## config.mk

```make
export PLATFORM = sky130hd
export DESIGN_NAME = sirb_regs
export DESIGN_NICKNAME = d
export VERILOG_FILES = /design/src/rtl/sirb_pkg.sv /design/src/rtl/sirb_regs.sv
export SDC_FILE = /design/constraint.sdc
export NUM_CORES = 1
export LEC_CHECK = 0
export ABC_AREA = 1
export ABC_CLOCK_PERIOD_IN_PS = 2980
export BUFFER_PORTS_ARGS = -buffer_cell sky130_fd_sc_hd__buf_2
export CAP_MARGIN = 20
export CORE_MARGIN = 5
export CORE_UTILIZATION = 46
export DETAILED_ROUTE_END_ITERATION = 8
export PLACE_DENSITY = 0.73
export SLEW_MARGIN = 30
export SYNTH_ARGS = -nofsm -noshare
export SYNTH_HDL_FRONTEND = slang
export SYNTH_SLANG_ARGS = --single-unit
export TNS_END_PERCENT = 10
```

## constraint.sdc

```tcl
create_clock -name clk -period 2.98 [get_ports clk]
set_input_delay 0.596 -clock clk [delete_from_list [all_inputs] [get_ports clk]]
set_output_delay 0.596 -clock clk [all_outputs]
set_load 0.02 [all_outputs]
```

## src/rtl/sirb_pkg.sv

```systemverilog
// sirb_pkg: constants and carrier types of the serial/ir banked registers
// assumes: a byte-wide register port with a three-bit offset
package sirb_pkg;
	// ------------------------------------------------------------
	// window offsets
	// ------------------------------------------------------------
	localparam logic [2:0] SIRB_OFF_00  = 3'h0;
	localparam logic [2:0] SIRB_OFF_01  = 3'h1;
	localparam logic [2:0] SIRB_OFF_02  = 3'h2;
	localparam logic [2:0] SIRB_OFF_SEL = 3'h3; // line control / bank select
	localparam logic [2:0] SIRB_OFF_04  = 3'h4;
	localparam logic [2:0] SIRB_OFF_06  = 3'h6;
	localparam logic [2:0] SIRB_OFF_07  = 3'h7;

	// ------------------------------------------------------------
	// bank selector fields
	// ------------------------------------------------------------
	localparam int         SIRB_BANK_BIT   = 7;  // byte is a bank code
	localparam logic [7:0] SIRB_CODE_BANK2 = 8'he0;
	localparam logic [7:0] SIRB_CODE_BANK3 = 8'he4;
	localparam logic [7:0] SIRB_CODE_BANK4 = 8'he8;
	localparam logic [7:0] SIRB_CODE_BANK5 = 8'hec;
	localparam logic [7:0] SIRB_CODE_BANK6 = 8'hf0;
	localparam logic [7:0] SIRB_CODE_BANK7 = 8'hf4;
	localparam logic [7:0] SIRB_LC_RESET   = 8'h00;
	localparam logic [7:0] SIRB_BS_RESET   = 8'h00;

	// ------------------------------------------------------------
	// identity and read-only defaults (values arbitrary)
	// ------------------------------------------------------------
	localparam logic [3:0] SIRB_MODULE_ID   = 4'h2; // arbitrary value
	localparam logic [3:0] SIRB_REVISION_ID = 4'h1; // arbitrary value
	localparam logic [7:0] SIRB_DEMOD_RESET = 8'h00;
	localparam logic [7:0] SIRB_MOD_RESET   = 8'h00;
	localparam logic [7:0] SIRB_CEIR_RESET  = 8'h00;

	// ------------------------------------------------------------
	// ir control field positions
	// ------------------------------------------------------------
	localparam int SIRB_IR_MODE_LSB  = 2;  // two-bit mode field
	localparam int SIRB_DUPLEX_BIT   = 0;  // full-duplex enable
	localparam int SIRB_LEVEL_W      = 5;  // fifo level count width

	// ------------------------------------------------------------
	// writable register table: bank, offset, writable mask
	// ------------------------------------------------------------
	localparam int SIRB_NREG = 13;
	typedef enum int {
		R_LDIV_L, R_LDIV_H, R_BDIV_L, R_BDIV_H, R_EXC1, R_EXC2,
		R_IRC1, R_IRC2, R_IRC3, R_PWID, R_CFG1, R_CFG3, R_CFG4
	} sirb_reg_idx_t;
	localparam logic [2:0] SIRB_REG_BANK [SIRB_NREG] = '{
		3'h1, 3'h1, 3'h2, 3'h2, 3'h2, 3'h2,
		3'h4, 3'h5, 3'h6, 3'h6, 3'h7, 3'h7, 3'h7};
	localparam logic [2:0] SIRB_REG_OFF [SIRB_NREG] = '{
		3'h0, 3'h1, 3'h0, 3'h1, 3'h2, 3'h4,
		3'h2, 3'h4, 3'h0, 3'h2, 3'h4, 3'h6, 3'h7};
	localparam logic [7:0] SIRB_REG_MASK [SIRB_NREG] = '{
		8'hff, 8'hff, 8'hff, 8'hff, 8'hd1, 8'hb0,
		8'h0c, 8'h0b, 8'hc0, 8'h0f, 8'hff, 8'h77, 8'hb8};
	localparam logic [7:0] SIRB_REG_RESET = 8'h00;

	// ------------------------------------------------------------
	// carrier of every table configuration byte to the port logic
	// ------------------------------------------------------------
	typedef struct packed {
		logic [7:0] legacy_divisor_low;
		logic [7:0] legacy_divisor_high;
		logic [7:0] baud_divisor_low;
		logic [7:0] baud_divisor_high;
		logic [7:0] extended_control_one;
		logic [7:0] extended_control_two;
		logic [7:0] ir_control_one;
		logic [7:0] ir_control_two;
		logic [7:0] ir_control_three;
		logic [7:0] slow_ir_pulse_width;
		logic [7:0] ir_interface_config_one;
		logic [7:0] ir_interface_config_three;
		logic [7:0] ir_interface_config_four;
	} sirb_cfg_t;
endpackage : sirb_pkg

```

## src/rtl/sirb_regs.sv

```systemverilog
// sirb_regs: banked register file of the second serial port, banks 1-7
// assumes: host port synchronous to clk, strobes one cycle, never both
`timescale 1ns/1ns
module sirb_regs
	import sirb_pkg::*;
(
	// clock and reset
	input  wire logic                    clk,
	input  wire logic                    rst,
	// host register port
	input  wire logic [2:0]              addr,
	input  wire logic [7:0]              wdata,
	input  wire logic                    wr,
	input  wire logic                    rd,
	output logic      [7:0]              rdata,
	// state reported by the port engines
	input  wire logic [SIRB_LEVEL_W-1:0] tx_level,
	input  wire logic [SIRB_LEVEL_W-1:0] rx_level,
	input  wire logic [7:0]              fifo_control,
	// configuration towards the port engines
	output sirb_cfg_t                    cfg,
	output logic [7:0]                   line_control,
	output logic [2:0]                   bank,
	output logic                         dma_dual
);
	// ------------------------------------------------------------
	// state
	// ------------------------------------------------------------
	logic [7:0] regs_q [SIRB_NREG]; // writable config bytes
	logic [7:0] lc_q;               // last line control byte
	logic [7:0] bs_q;               // last bank select byte, zero after a line control write
	logic [2:0] bank_q;             // decoded active bank
	logic [2:0] bank_d;             // bank from the new selector byte
	logic [7:0] rdata_q;            // read answer, one cycle
	logic [7:0] rdata_d;
	logic       dual_q;             // both dma channels in use
	logic       dual_d;

	// ------------------------------------------------------------
	// bank code decode
	// ------------------------------------------------------------
	// codes of the form 11xxxx00 that the table leaves out fall to
	// bank 1, so no code can leave the window unmapped
	function automatic logic [2:0] sirb_decode(input logic [7:0] c);
		logic [2:0] b;
		b = 3'h1;
		if (!c[7])                   b = 3'h0;
		else if (c == SIRB_CODE_BANK2) b = 3'h2;
		else if (c == SIRB_CODE_BANK3) b = 3'h3;
		else if (c == SIRB_CODE_BANK4) b = 3'h4;
		else if (c == SIRB_CODE_BANK5) b = 3'h5;
		else if (c == SIRB_CODE_BANK6) b = 3'h6;
		else if (c == SIRB_CODE_BANK7) b = 3'h7;
		return b;
	endfunction : sirb_decode

	// ------------------------------------------------------------
	// selector decode, common to every bank
	// ------------------------------------------------------------
	wire        sel_hit   = (addr == SIRB_OFF_SEL);
	wire        sel_wr    = wr && sel_hit;
	wire        bank_mode = wdata[SIRB_BANK_BIT];
	wire [7:0]  sel_rd    = bs_q[SIRB_BANK_BIT] ? bs_q : lc_q;
	assign bank_d = sirb_decode(wdata);

	// ------------------------------------------------------------
	// per-register decode; all banks share one window
	// ------------------------------------------------------------
	logic [SIRB_NREG-1:0] reg_hit;  // entry sits at addr in bank
	logic [7:0]           reg_rd [SIRB_NREG]; // masked read terms
	genvar gi;
	generate
		for (gi = 0; gi < SIRB_NREG; gi++) begin : g_reg
			assign reg_hit[gi] = (bank_q == SIRB_REG_BANK[gi]) &&
				(addr == SIRB_REG_OFF[gi]);
			assign reg_rd[gi] = reg_hit[gi] ? regs_q[gi] : 8'h00;
			// only the documented bits take a write
			always_ff @(posedge clk or posedge rst) begin
				if (rst)
					regs_q[gi] <= SIRB_REG_RESET;
				else if (wr && reg_hit[gi])
					regs_q[gi] <= wdata & SIRB_REG_MASK[gi];
			end
		end
	endgenerate

	// ------------------------------------------------------------
	// read-only terms of banks 2, 3 and 7
	// ------------------------------------------------------------
	wire b2_txl = (bank_q == 3'h2) && (addr == SIRB_OFF_06);
	wire b2_rxl = (bank_q == 3'h2) && (addr == SIRB_OFF_07);
	wire b3_id  = (bank_q == 3'h3) && (addr == SIRB_OFF_00);
	wire b3_slc = (bank_q == 3'h3) && (addr == SIRB_OFF_01);
	wire b3_sfc = (bank_q == 3'h3) && (addr == SIRB_OFF_02);
	wire b7_dmd = (bank_q == 3'h7) && (addr == SIRB_OFF_00);
	wire b7_mod = (bank_q == 3'h7) && (addr == SIRB_OFF_01);
	wire b7_cir = (bank_q == 3'h7) && (addr == SIRB_OFF_02);
	// level registers ignore writes: the engines own the counts
	wire [7:0] txl_byte = {3'h0, tx_level};
	wire [7:0] rxl_byte = {3'h0, rx_level};
	wire [7:0] id_byte  = {SIRB_MODULE_ID, SIRB_REVISION_ID};
	// shadow shows bank-select mode in bit 7, as the original
	wire [7:0] slc_byte = {bs_q[SIRB_BANK_BIT], lc_q[6:0]};

	// ------------------------------------------------------------
	// read multiplexer; no hit at all reads zero
	// ------------------------------------------------------------
	logic [7:0] reg_or;
	always_comb begin
		reg_or = 8'h00;
		for (int i = 0; i < SIRB_NREG; i++)
			reg_or = reg_or | reg_rd[i];
	end
	wire ro_hit = b2_txl | b2_rxl | b3_id | b3_slc | b3_sfc |
		b7_dmd | b7_mod | b7_cir;
	wire any_hit = sel_hit | ro_hit | (|reg_hit);
	wire [7:0] ro_or =
		({8{b2_txl}} & txl_byte) | ({8{b2_rxl}} & rxl_byte) |
		({8{b3_id}}  & id_byte)  | ({8{b3_slc}} & slc_byte) |
		({8{b3_sfc}} & fifo_control) |
		({8{b7_dmd}} & SIRB_DEMOD_RESET) |
		({8{b7_mod}} & SIRB_MOD_RESET) |
		({8{b7_cir}} & SIRB_CEIR_RESET);
	assign rdata_d = !rd ? 8'h00 :
		sel_hit ? sel_rd :
		any_hit ? (ro_or | reg_or) : 8'h00;

	// ------------------------------------------------------------
	// dma channel use: ir half duplex needs one, else both
	// ------------------------------------------------------------
	wire [1:0] ir_mode =
		regs_q[R_IRC1][SIRB_IR_MODE_LSB+1:SIRB_IR_MODE_LSB];
	wire       duplex  = regs_q[R_IRC2][SIRB_DUPLEX_BIT];
	assign dual_d = (ir_mode == 2'h0) || duplex;

	// ------------------------------------------------------------
	// selector and answer flops
	// ------------------------------------------------------------
	// a byte with bit 7 clear is line control and returns to bank 0;
	// a bank code leaves the line control bits untouched
	always_ff @(posedge clk or posedge rst) begin
		if (rst) begin
			lc_q   <= SIRB_LC_RESET;
			bs_q   <= SIRB_BS_RESET;
			bank_q <= 3'h0;
		end else if (sel_wr) begin
			bank_q <= bank_d;
			if (bank_mode)
				bs_q <= wdata;
			else begin
				lc_q <= wdata;
				bs_q <= SIRB_BS_RESET;
			end
		end
	end

	// answer and dma flag
	always_ff @(posedge clk or posedge rst) begin
		if (rst) begin
			rdata_q <= 8'h00;
			dual_q  <= 1'b1;
		end else begin
			rdata_q <= rdata_d;
			dual_q  <= dual_d;
		end
	end

	// ------------------------------------------------------------
	// outputs, all from flops
	// ------------------------------------------------------------
	assign rdata        = rdata_q;
	assign line_control = lc_q;
	assign bank         = bank_q;
	assign dma_dual     = dual_q;
	assign cfg = '{
		legacy_divisor_low:        regs_q[R_LDIV_L],
		legacy_divisor_high:       regs_q[R_LDIV_H],
		baud_divisor_low:          regs_q[R_BDIV_L],
		baud_divisor_high:         regs_q[R_BDIV_H],
		extended_control_one:      regs_q[R_EXC1],
		extended_control_two:      regs_q[R_EXC2],
		ir_control_one:            regs_q[R_IRC1],
		ir_control_two:            regs_q[R_IRC2],
		ir_control_three:          regs_q[R_IRC3],
		slow_ir_pulse_width:       regs_q[R_PWID],
		ir_interface_config_one:   regs_q[R_CFG1],
		ir_interface_config_three: regs_q[R_CFG3],
		ir_interface_config_four:  regs_q[R_CFG4]};
endmodule : sirb_regs

```

==> metrics.cfg <==
[grt]
grt_pass1_wl_um=24600
grt_pass1_vias=4339
grt.total_usage=0.253
overflow=0
grt_start_max_net_pins=96
grt_antenna_before_repair=0

[synthesis]
ys_seq_elements=95
synth_edf_count=0
synth-async-reset-ratio=1.00
postSynthCellCount=638
syn_area_per_cell_sq_um=7.64
synth_area_sq_mm=0.00487
synth_ff_type=dfrtp_1
ys_types=29
yosys_warnings=0
ys_seq_area_frac=0.488

[critical_path]
rrSetupSlack_ns=0.97
start_kind=flip-flop
arrival_ns=2.31
required_ns=3.28
critPathKind=flip-flop to flip-flop
worstPathMaxFanout=9
end_kind=flip-flop

[sta]
setup-violations-final=0
hold_viol_final=0
fin_crit_ns=2.01
worst_slew_pin_slew_ns=0.631
rsz0062_at_grt=no
timing.hold.ws_ns=0.306
fin_crit_sh=0.674
maxSlewViolCount=0
max_freq_mhz=498
setup_tns_ns=0
relSlewSlack=0.579
fin_skew_ns=0.00538

[run_status]
status=finished, final reports clean

[clock_tree]
ctsHoldBuffers=0
cts-root-buf=clkbuf_8
clk_pin_slew_ns=0.09
cts_max_path_buffers=2
post_cts_buffers=0
cts.sink_count=95
cts-resized-gates=0
cts_buffers=9
clk-insertion-delay-late_ns=0.37
cts_tree=built
h-tree-depth=3

[die]
die_w_um=113
start_util=0.472
die_h_um=113
io_pins=157
die-area_sq_mm=0.0128
rows=37
core_area_sq_mm=0.0103

[layout]
final_area_sq_mm=0.00563
final_cells=891
area_growth_pct=15.6
fillers=1040
diodes=0
utilization=0.546
nNetsFinal=783
drive_gt1_frac=0.219

[placement]
place.detailed.hpwl_um=12000
place_congestion=0.964
io_buffer_count=119
place_inst=875
placed_area_sq_mm=0.00543

[route]
final_antenna_net_count=0
num_vias=4541
drcViolationCount=0
first_iter_violations=336
firstDrtPassIters=5
wl_per_cell_um=17.7
routed_via_density=5.10
routed_wl_um=15800

[pwr]
power.leakage_nw=3.10
vdd_drop_max_mv=0.310
power.density_mw_per_mm2=604

[run]
drv_cap=0

[worst_hold_path]
hold_path_class=primary input to asynchronous set/reset pin

synth_stat cells, types with 2 or more instances:
library cell | count | area [sq um]
inv_2 | 4 | 15.0
nand3_1 | 23 | 115
nor3b_1 | 3 | 22.5
nand3_2 | 3 | 30.0
dfrtp_1 | 94 | 2350
nor2_4 | 6 | 67.6
o21ai_0 | 61 | 305
nand2_1 | 260 | 976
nor2_2 | 5 | 31.3
nor2_1 | 49 | 184
clkbuf_1 | 6 | 22.5
buf_4 | 39 | 293
o21ai_1 | 28 | 140
and2_1 | 2 | 12.5
buf_2 | 9 | 45.0
nand2_2 | 7 | 43.8
a21oi_1 | 4 | 20.0
nand4_1 | 2 | 12.5
inv_1 | 23 | 86.3
layout by cell type, fill, tap and decap left out:
cell and instances:
nand2_1 260, buf_2 119, dfrtp_1 94, o21ai_0 61, nor2_1 49, conb_1 37
o21ai_1 28, nand3_1 23, inv_1 22, clkbuf_8 9, nand2_2 7, nor2_4 6
nor2_2 5, inv_2 4, a21oi_1 4, clkinv_4 4, nand3_2 3, nor3b_1 3
nand4_1 2, and2_1 2, clkinvlp_4 2, nor4_1 1, nand3_4 1, nand2_4 1
clkinv_1 1, nand3b_1 1, nor3_1 1, o21bai_1 1, bufinv_16 1, inv_6 1
dfstp_2 1, buf_12 1
power breakdown:
group | leakage (nW) | internal, mW | total, mW | switching (mW)
sequential | 1.27 | 1.49 | 1.69 | 0.207
clock | 0.100 | 0.396 | 0.880 | 0.484
combinational | 1.73 | 0.252 | 0.830 | 0.577
critical path, stage by stage, from the launching register on:
cell and delay (ns):
dfrtp_1 0.53, inv_1 0.23, nand2_1 0.08, nor2_1 0.43, nand3_1 0.14, nand2_1 0.15, nor2_1 0.08, nand2_1 0.08
nor2_1 0.07, a21oi_1 0.14
final timing paths:
| path | cells after the start | to | from |
|---|---|---|---|
| worst min register to register | 1 | dma_dual | cfg[51] |
| worst min-delay path | 3 | cfg[10] | rst |
| max in group asynchronous | 3 | cfg[76] | rst |
| min in group clk | 3 | line_control[5] | wdata[5] |
| worst max-delay path | 9 | rdata[3] | bank[0] |
| worst max register to register | 9 | rdata[3] | bank[0] |
final cells by class:
class | count | area, sq um | share of cell area
inverter | 28 | 109 | 0.0193
clock inverter | 7 | 81.3 | 0.0144
multi-input combinational | 496 | 2150 | 0.382
sequential | 95 | 2380 | 0.422
tap | 136 | 170 | 0.0302
timing repair buffer | 120 | 616 | 0.109
clock buffer | 9 | 124 | 0.0220
through the flow:
stage | worst slack [ns] | power [mW]
finish | 0.973 | 3.40
global route | 0.861 | 3.57
CTS | 1.04 | 3.42
detailed placement | 0.993 | 2.55
global placement | 0.993 | 2.54
floorplan | 1.27 | 2.22
metal layers:
metal | vias up | track usage | share of wire
li1 | 2176 | - | -
met1 | 2120 | 0.355 | 0.43
met2 | 219 | 0.387 | 0.46
met3 | 26 | 0.0492 | 0.088
met4 | 0 | 0.0994 | 0.030
met5 | - | 0 | 0
registers in the layout, indices dropped and copies added (netlist names):
register / count
bank: 3
rdata: 8
bs_q: 8
line_control: 7
cfg: 68
dma_dual: 1
cells by family (layout without fill, tap and decap cells):
kind of cell	count (synthesis)	in the layout	share of synthesized area
AND/OR/NAND/NOR	365	365	0.316
flip-flops	95	95	0.488
AO/OA/AOI/OAI	94	94	0.0970
buffers and inverters	83	164	0.0978
other	1	37	0.000769
Note: power is estimated with default switching activity, not from simulation.
